==> config.mk <==
export PLATFORM = sky130hd
export DESIGN_NAME = changeover_status_indicators
export DESIGN_NICKNAME = d
export VERILOG_FILES = /design/src/verilog/status_pkg.sv /design/src/verilog/changeover_status_indicators.sv /design/src/verilog/info_colour.sv
export SDC_FILE = /design/constraint.sdc
export NUM_CORES = 1
export LEC_CHECK = 0
export BUFFER_PORTS_ARGS = -buffer_cell sky130_fd_sc_hd__buf_4
export CAP_MARGIN = 20
export CORE_ASPECT_RATIO = 1.75
export CORE_MARGIN = 1.5
export CORE_UTILIZATION = 39
export CTS_BUF_LIST = sky130_fd_sc_hd__clkbuf_4 sky130_fd_sc_hd__clkbuf_8 sky130_fd_sc_hd__clkbuf_16
export DETAILED_ROUTE_END_ITERATION = 8
export GPL_ROUTABILITY_DRIVEN = 0
export HOLD_SLACK_MARGIN = 0.1
export PLACE_DENSITY = 0.74
export SLEW_MARGIN = 20
export SYNTH_ARGS = -nofsm -noshare
export SYNTH_HDL_FRONTEND = slang
export SYNTH_SLANG_ARGS = --single-unit
==> constraint.sdc <==
create_clock -name clk_i -period 1.8 [get_ports clk_i]
set_input_delay 0.09 -clock clk_i [delete_from_list [all_inputs] [get_ports clk_i]]
set_output_delay 0.09 -clock clk_i [all_outputs]
set_load 0.05 [all_outputs]
==> src/verilog/status_pkg.sv <==
// Shared constants and types for the change-over status indicator block
`default_nettype none
package status_pkg;

  // Number of change-over streams and reclocker channels
  localparam int NUM_STREAMS = 4;
  localparam int NUM_RECLOCKERS = 8;
  localparam int RATE_W = 4;

  // Clock and initialisation timing
  localparam int CLK_PERIOD_PS = 4000;
  localparam int INIT_TIME_NS = 10000;
  localparam int INIT_CYCLES = (INIT_TIME_NS * 1000 + CLK_PERIOD_PS - 1) / CLK_PERIOD_PS;
  localparam int INIT_CNT_W = $clog2(INIT_CYCLES + 1);

  // Index of each info indicator
  localparam int INFO_MAIN = 0;
  localparam int INFO_BACKUP = 1;
  localparam int INFO_SELECT = 2;
  localparam int NUM_INFO = 3;

  // Reset values
  localparam logic RST_OE_N = 1'b1;
  localparam logic [RATE_W-1:0] RATE_NONE = 4'h0;

  // Indicator colour codes
  typedef enum logic [1:0] {
    COL_OFF = 2'h0,
    COL_GREEN = 2'h1,
    COL_ORANGE = 2'h2,
    COL_RED = 2'h3
  } colour_t;

  // Module health states
  typedef enum logic [2:0] {
    ST_INIT = 3'h1,
    ST_OK = 3'h2,
    ST_FAULT = 3'h4
  } health_t;

endpackage : status_pkg
`default_nettype wire

==> src/verilog/changeover_status_indicators.sv <==
// Status indicators, open-drain alarms, bypass reporting and hot-swap restore
//
// Contract
// - The module fault output sinks to ground while health is green with the main board present, and floats on a severe error, power loss or absent board.
// - Each info alarm output sinks while its indicator is green or orange and floats while it is red.
// - The health indicator is red while faulty or initialising, green when module and power are good, and the fault output follows it.
// - The main-input indicator is red when all four main inputs lose lock and signal, orange for any other loss of lock or signal, green otherwise.
// - The backup-input indicator is red when all four backup inputs lose lock and signal, orange for any other loss of lock or signal, green otherwise.
// - A bypassed reclocker with a recognisable rate reports locked with its rate, otherwise it reports bypass and no rate.
// - A replacement with the same change-over function adopts the configuration, a differing one needs manual configuration.
`timescale 1ns/1ps
`default_nettype none

module changeover_status_indicators #(
  parameter int NS = status_pkg::NUM_STREAMS,
  parameter int NR = status_pkg::NUM_RECLOCKERS,
  parameter int RW = status_pkg::RATE_W
) (
  // Clock and reset
  input wire logic clk_i,
  input wire logic rst_i,
  // Per-stream input alarms
  input wire logic [NS-1:0] main_lol_i,
  input wire logic [NS-1:0] main_los_i,
  input wire logic [NS-1:0] backup_lol_i,
  input wire logic [NS-1:0] backup_los_i,
  // Change-over state
  input wire logic [NS-1:0] backup_sel_i,
  input wire logic [NS-1:0] auto_mode_i,
  // Module health
  input wire logic board_present_i,
  input wire logic severe_error_i,
  input wire logic power_good_i,
  input wire logic init_done_i,
  // Reclocker status
  input wire logic [NR-1:0] rc_bypass_i,
  input wire logic [NR-1:0] rc_lol_i,
  input wire logic [NR-1:0] rate_valid_i,
  input wire logic [NR*RW-1:0] rate_i,
  // Hot-swap configuration restore
  input wire logic cfg_restore_i,
  input wire logic quad_mode_i,
  input wire logic saved_quad_mode_i,
  input wire logic cfg_manual_done_i,
  // Indicator colours
  output status_pkg::colour_t status_colour_o,
  output status_pkg::colour_t info_colour_o [status_pkg::NUM_INFO],
  // Open-drain alarms, low enable means sinking to ground
  output logic [status_pkg::NUM_INFO-1:0] info_alarm_o,
  output logic [status_pkg::NUM_INFO-1:0] info_alarm_oe_n_o,
  output logic fault_alarm_o,
  output logic fault_alarm_oe_n_o,
  // Reclocker reports
  output logic [NR-1:0] report_locked_o,
  output logic [NR-1:0] report_bypass_o,
  output logic [NR*RW-1:0] report_rate_o,
  // Hot-swap outcome
  output logic cfg_adopt_o,
  output logic cfg_manual_o
);

  localparam int CW = status_pkg::INIT_CNT_W;
  localparam logic [CW-1:0] INIT_LOAD = CW'(status_pkg::INIT_CYCLES - 1);

  status_pkg::health_t state_r, state_nxt;
  logic [CW-1:0] init_cnt_r;
  status_pkg::colour_t status_colour_r;
  status_pkg::colour_t info_colour_r [status_pkg::NUM_INFO];
  status_pkg::colour_t info_colour_w [status_pkg::NUM_INFO];
  logic [status_pkg::NUM_INFO-1:0] info_oe_n_r;
  logic fault_oe_n_r;
  logic [NR-1:0] locked_r, bypass_r;
  logic [NR*RW-1:0] rate_r;
  logic adopt_r, manual_r;

  // Health decision terms
  wire module_good = power_good_i & ~severe_error_i;
  wire init_over = (init_cnt_r == '0) & init_done_i;

  // Health state machine, red until the init window and module report ready
  always_comb begin
    state_nxt = state_r;
    case (state_r)
      status_pkg::ST_INIT: begin
        if (init_over && module_good) begin
          state_nxt = status_pkg::ST_OK;
        end
      end
      status_pkg::ST_OK: begin
        if (!module_good) begin
          state_nxt = status_pkg::ST_FAULT;
        end
      end
      status_pkg::ST_FAULT: begin
        if (module_good) begin
          state_nxt = status_pkg::ST_OK;
        end
      end
      default: begin
        state_nxt = status_pkg::ST_INIT;
      end
    endcase
  end

  // Health state and initialisation timer
  always_ff @(posedge clk_i) begin
    if (rst_i) begin
      state_r <= status_pkg::ST_INIT;
      init_cnt_r <= INIT_LOAD;
    end else begin
      state_r <= state_nxt;
      if (init_cnt_r != '0) begin
        init_cnt_r <= init_cnt_r - CW'(1);
      end
    end
  end

  // Info indicators: main inputs, backup inputs, backup selection among auto streams
  info_colour #(.N(NS)) u_info_main (
    .lol_i(main_lol_i),
    .los_i(main_los_i),
    .consider_i({NS{1'b1}}),
    .colour_o(info_colour_w[status_pkg::INFO_MAIN])
  );
  info_colour #(.N(NS)) u_info_backup (
    .lol_i(backup_lol_i),
    .los_i(backup_los_i),
    .consider_i({NS{1'b1}}),
    .colour_o(info_colour_w[status_pkg::INFO_BACKUP])
  );
  info_colour #(.N(NS)) u_info_select (
    .lol_i(backup_sel_i),
    .los_i(backup_sel_i),
    .consider_i(auto_mode_i),
    .colour_o(info_colour_w[status_pkg::INFO_SELECT])
  );

  // Indicator registers and open-drain enables derived from them
  always_ff @(posedge clk_i) begin
    if (rst_i) begin
      status_colour_r <= status_pkg::COL_RED;
      info_colour_r <= '{default: status_pkg::COL_OFF};
      info_oe_n_r <= {status_pkg::NUM_INFO{status_pkg::RST_OE_N}};
      fault_oe_n_r <= status_pkg::RST_OE_N;
    end else begin
      status_colour_r <= (state_r == status_pkg::ST_OK) ? status_pkg::COL_GREEN : status_pkg::COL_RED;
      info_colour_r <= info_colour_w;
      for (int i = 0; i < status_pkg::NUM_INFO; i++) begin
        info_oe_n_r[i] <= (info_colour_r[i] == status_pkg::COL_RED);
      end
      fault_oe_n_r <= (status_colour_r != status_pkg::COL_GREEN) || !board_present_i;
    end
  end

  // Reclocker reports, bypassed channels show lock only with a recognised rate
  generate
    for (genvar c = 0; c < NR; c++) begin : g_rc
      wire show_lock = rc_bypass_i[c] ? rate_valid_i[c] : ~rc_lol_i[c];
      always_ff @(posedge clk_i) begin
        if (rst_i) begin
          locked_r[c] <= 1'b0;
          bypass_r[c] <= 1'b0;
          rate_r[c*RW +: RW] <= status_pkg::RATE_NONE;
        end else begin
          locked_r[c] <= show_lock;
          bypass_r[c] <= rc_bypass_i[c] & ~rate_valid_i[c];
          rate_r[c*RW +: RW] <= show_lock ? rate_i[c*RW +: RW] : status_pkg::RATE_NONE;
        end
      end

    end
  endgenerate

  // Hot-swap: matching function adopts, a mismatch waits for manual setup
  wire func_match = (quad_mode_i == saved_quad_mode_i);
  always_ff @(posedge clk_i) begin
    if (rst_i) begin
      adopt_r <= 1'b0;
      manual_r <= 1'b0;
    end else begin
      adopt_r <= cfg_restore_i & func_match;
      if (cfg_restore_i && !func_match) begin
        manual_r <= 1'b1;
      end else if (cfg_manual_done_i) begin
        manual_r <= 1'b0;
      end
    end
  end

  // Output drive, open-drain data is always low
  assign status_colour_o = status_colour_r;
  assign info_colour_o = info_colour_r;
  assign info_alarm_o = '0;
  assign info_alarm_oe_n_o = info_oe_n_r;
  assign fault_alarm_o = 1'b0;
  assign fault_alarm_oe_n_o = fault_oe_n_r;
  assign report_locked_o = locked_r;
  assign report_bypass_o = bypass_r;
  assign report_rate_o = rate_r;
  assign cfg_adopt_o = adopt_r;
  assign cfg_manual_o = manual_r;
endmodule : changeover_status_indicators
`default_nettype wire

==> src/verilog/info_colour.sv <==
// Tri-colour aggregation of per-stream alarm pairs
`timescale 1ns/1ps
`default_nettype none

module info_colour #(
  parameter int N = 4
) (
  // Per-stream alarms and the streams taken into account
  input wire logic [N-1:0] lol_i,
  input wire logic [N-1:0] los_i,
  input wire logic [N-1:0] consider_i,
  // Resulting colour
  output status_pkg::colour_t colour_o
);

  // All considered streams have both alarms, any has one, or none
  wire all_bad = &((lol_i & los_i) | ~consider_i);
  wire any_bad = |((lol_i | los_i) & consider_i);
  wire none_considered = ~|consider_i;

  // Red beats orange beats green; nothing considered leaves it dark
  assign colour_o = none_considered ? status_pkg::COL_OFF :
                    all_bad ? status_pkg::COL_RED :
                    any_bad ? status_pkg::COL_ORANGE : status_pkg::COL_GREEN;

endmodule : info_colour
`default_nettype wire

# --- After elaboration in Yosys (flattened, before gate mapping) ---
# Cells that the tools add are included.
word_totals:
  ff_bits: 77
  out_inout_bits: 66
  elab_cells: 138
classes:
  addsub: 1
  eq_ne: 11
  n_mux: 21
  bitwise_logic: 46
  n_reduce_logical: 25
ops:
  columns: ["operator", "n"]
  rows:
  - ["inverter 1 bit", 26]
  - ["OR reduction 2 bit", 9]
  - ["AND 4 bit", 4]
  - ["bitwise OR 4 bit", 4]
  - ["OR reduction 4 bit", 4]
  - ["two-way mux 2 bit", 7]
  - ["logical NOT 12 bit", 1]
  - ["AND reduction 4 bit", 3]
  - ["nonzero test 12 bit", 1]
  - ["subtractor 12 x 1 -> 12 bit, second input constant", 1]
  - ["AND 1 bit", 11]
  - ["two-way mux 1 bit", 10]
  - ["two-way mux 3 bit", 3]
  - ["case mux 3 bit (3 select lines)", 1]
  - ["equality test 2 bit, second input constant", 3]
  - ["inequality test 2 bit, second input constant", 3]
  - ["inverter 4 bit", 1]
  - ["equality test 3 x 1 -> 1 bit, second input constant", 1]
  - ["equality test 3 x 2 -> 1 bit, second input constant", 1]
  - ["equality test 3 bit, second input constant", 1]
  - ["AND reduction 3 bit", 1]
  - ["logical AND 1 bit", 2]
  - ["logical NOT 1 bit", 2]
  - ["inequality test 2 x 1 -> 1 bit, second input constant", 1]
  - ["3 further kinds", 3]

# --- Depth between registers and ports, before layout ---
depth:
  depth_word: 5
  depth_mapped: 6
  depth_no_buf: 5

# --- Cells and area by module ---
# A second synthesis with hierarchy kept.
hier_totals:
  cells_unflattened: 270
  hier_area_um2: 2756.4
by_module_without_submodules:
  columns: ["module", "instances", "cells_each", "area_each_um2"]
  rows:
  - ["changeover_status_indicators", 1, 234, 2519.9]
  - ["info_colour", 3, 12, 78.8]

# --- Worst setup path before layout ---
# OpenSTA, ideal clock, no wires.
synth_path:
  kind: "reg-to-reg"
  from: "register init_cnt_r[0]"
  to: "register init_cnt_r[6]"
  setup_time_ns: 0.079
  arrival_ns: 1.833
  slack_ns: -0.112
  stages_incl_launch_ff: 7
  n_path_buf: 1
  cell_sequence: "dfxtp_1 inv_1 ha_1 or3b_2 clkbuf_1 or4_2 o211ai_1"
synth_between:
  elab_chain_cells: 1
synth_lines:
  columns: ["item", "line", "text"]
  rows:
  - ["from (decl)", "changeover_status_indicators.sv:66", "logic [CW-1:0] init_cnt_r;"]
  - ["from (signal assigned)", "changeover_status_indicators.sv:113", "init_cnt_r <= init_cnt_r - CW'(1);"]
  - ["subtractor 12 x 1 -> 12 bit / nonzero test 12 bit (equally long branches)", "changeover_status_indicators.sv:113, changeover_status_indicators.sv:112", null]
# Parallel ways exist; a longest one is shown, timed or not.
# A chain may end at the register's enable or synchronous reset.

# --- Worst setup path in the final report ---
layout_path:
  from: "register init_cnt_r[0]"
  to: "register init_cnt_r[5]"
# Same word-level chain as after synthesis.

==> results.toml <==
[run_status]
status = "finished clean"

[detailed_routing]
maxUsedRoutingLayer = "met4"
vias = 2739
final_antenna_net_count = 0
drt_iter0_markers = 98
wl_per_cell_um = 14.2
wirelength_um = 8010
dr_wl_met3_um = 480
wl_met2_um = 4550
vias_per_cell = 4.86
drc = 0
wl_met1_um = 2710
firstDrtPassIters = 4

[hold_path]
worstHoldPathType = "in -> reg"

[critical_path]
r2r_cells = 3
path_class = "reg -> reg"
worstReg2RegEnd = "init_cnt_r[5]"
cp-start-kind = "flip-flop"
worstPathMaxFanout = 5
cp.arrival_ps = 2010
r2r-start = "init_cnt_r[0]"
cp.required_ps = 2050
r2r_slack_ps = 40
cp-endpoint = "init_cnt_r[5]"
critPathLaunch = "init_cnt_r[0]"
end_kind = "flip-flop"

[sta]
finalMaxSlewViolations = 0
fin_crit_sh_pct = 97.6
max_slew_margin_pct = 61.4
rsz0062_at_grt = "true"
fin_skew_ps = 3.93
period_needed_ps = 1760
holdWs_ps = 118
finalHoldViolations = 0
max_freq_mhz = 569
setup_viol = 0
worst_slew_pin_slew_ps = 574

[clocking]
clock_tree.buffer_depth = 2
tritoncts = "built"
cts_root_buf = "clkbuf_16"
cts_sinks = 76
clk_latency_ps = 320
path_clk_slew_ps = 50
cts_buffers = 9
h-tree-depth = 3

[final_layout]
fillers = 437
multiInputGateArea_um2 = 1090
final_area_um2 = 4840
stdcell_count = 564
drive_gt1_share_pct = 40.2
syn_to_final_growth_pct = 80.2
seqCellArea_um2 = 1520
nets = 570
num_antenna_cells = 0

[pwr]
leakage_nw = 2.22
peakVddDrop_v = 0.000627
power.density_nw_per_um2 = 928
fin_total_pwr_mw = 4.50

[floorplan]
placementRows = 39
start_util_pct = 40.8
fp.dieW_um = 65.8
io_pins = 156
dieArea_um2 = 7420
coreArea_um2 = 6590
die_h_um = 113

[global_route]
antenna_found_initial = 0
overflow = 0
grt_pass1_vias = 2747
grt_max_degree = 33
grt_pass1_wl_um = 12300
grtUsageTotal_pct = 21.8

[placed_design]
dp_hpwl_um = 5200
dp.cells = 488
placed_cell_area_um2 = 3910
portBuffers = 150

[synthesis]
synth-async-reset-ratio_pct = 0
ys_types = 45
synth_flop_cell = "dfxtp_1"
synth-edff-count = 0
ys_seq_area_share_pct = 56.6
netlist_area_um2 = 2690
synth_cells = 258
synth_area_per_cell_um2 = 10.4
ys_warn_count = 0
ys_ff_latch = 76

[run]
cap_violations = 0
[what timing repair did]
item,4_1_cts,5_1_grt
pin swaps,1,1
setup endpoints to repair,1,3
hold endpoints to repair,54,0
resized for setup,0,3
hold buffers,59,0
setup buffers,2,0
[worst max-delay path, stage by stage, from the launching register on]
cell	delay, ps
dfxtp_2	340
or4_1	620
or4_2	560
o21ai_0	160
[kinds of logic after synthesis]
group	synth area share, %
muxes	0.745
and+or+nand+nor	28.9
xor gates and xnor gates	0.652
buffers and inverters	3.63
DFF	56.6
other	0.279
AOI/OAI and AO/OA	8.24
adders and majority gates	0.931
[metrics by stage]
| stage | setup TNS (ps) | util [%] | worst slack [ps] |
|---|---|---|---|
| 2_1_floorplan | -29.4 | - | -29.4 |
| 3_3_place_gp | 0 | 59.4 | 46.2 |
| 3_5_place_dp | -1.20 | 59.4 | -1.20 |
| 4_1_cts | 0 | 73.5 | 9.66 |
| 5_1_grt | -5.37 | 73.5 | -5.37 |
| 6_report | 0 | 73.5 | 42.3 |
[cells in the mapped netlist (3+ instances only)]
library cell / number / share of area [%]
nand4_1: 4 / 0.93
nor4_1: 8 / 1.9
clkbuf_1: 5 / 0.70
a21oi_1: 6 / 1.1
o211ai_1: 5 / 1.4
inv_1: 4 / 0.56
nor2_1: 6 / 0.84
dfxtp_1: 76 / 57
and2_1: 41 / 9.5
nand3b_1: 3 / 0.84
buf_4: 5 / 1.4
o31ai_1: 5 / 1.4
nand2_1: 10 / 1.4
nand2b_1: 4 / 0.93
or4_1: 3 / 0.84
nor2b_1: 20 / 4.7
or2_2: 3 / 0.70
nor3_1: 11 / 2.0
[placed cells by master (no fill, tap or decap), types with 3 or more instances in the layout]
cell type and instances:
buf_4 160, dfxtp_1 74, dlygate4sd3_1 59, and2_1 41, nor2b_1 20, nor3_1 11
nand2_1 10, clkbuf_16 9, nor4_1 8, a21oi_1 6, nor2_1 6, o31ai_1 5
o211ai_1 5, conb_1 5, nand2b_1 4, nand4_1 4, or4_1 3, nand3b_1 3
or2_2 3
[final cells by class]
class | count | area share, %
clock inverters | 4 | 1.52
multi-input cells | 168 | 22.5
inverters | 4 | 0.310
flip-flops and latches | 76 | 31.5
clock buffers | 11 | 5.09
well taps | 82 | 2.12
repair buffers | 219 | 37.0
[how the worst min path moves through the flow]
| stage | from | endpoint | slack (ps) | cells past startpoint |
|---|---|---|---|---|
| after detailed placement | rate_i[23] | report_rate_o[23] | 300 | 2 |
| final | backup_sel_i[1] | info_colour_o[0] | 120 | 4 |
| after global placement | rate_i[23] | report_rate_o[23] | 290 | 2 |
| after global routing | rc_lol_i[4] | report_locked_o[4] | 130 | 3 |
| after floorplan | board_present_i | fault_alarm_oe_n_o | 170 | 1 |
| after CTS | rc_lol_i[4] | report_locked_o[4] | 100 | 3 |
[layer usage]
layer	track usage, %	vias to the layer above
met4	12.6	0
met1	20.3	1266
li1	-	1327
met3	4.37	19
met2	41.5	127
met5	0	-
[where the power goes]
| group | leakage, nW | internal (mW) | switching (mW) |
|---|---|---|---|
| Clock | 0.159 | 1.26 | 0.631 |
| Combinational | 1.43 | 0.363 | 0.446 |
| Sequential | 0.625 | 1.76 | 0.0335 |
| Total | 2.22 | 3.39 | 1.11 |
[registers in the layout, indices dropped and copies added, names as in the netlist]
register / cells
report_rate_o: 32
init_cnt_r: 12
report_bypass_o: 8
report_locked_o: 8
info_colour_o: 6
info_alarm_oe_n_o: 3
state_r: 3
cfg_adopt_o: 1
cfg_manual_o: 1
fault_alarm_oe_n_o: 1
status_colour_o: 1
No activity file was read; power rests on OpenSTA's default activity.
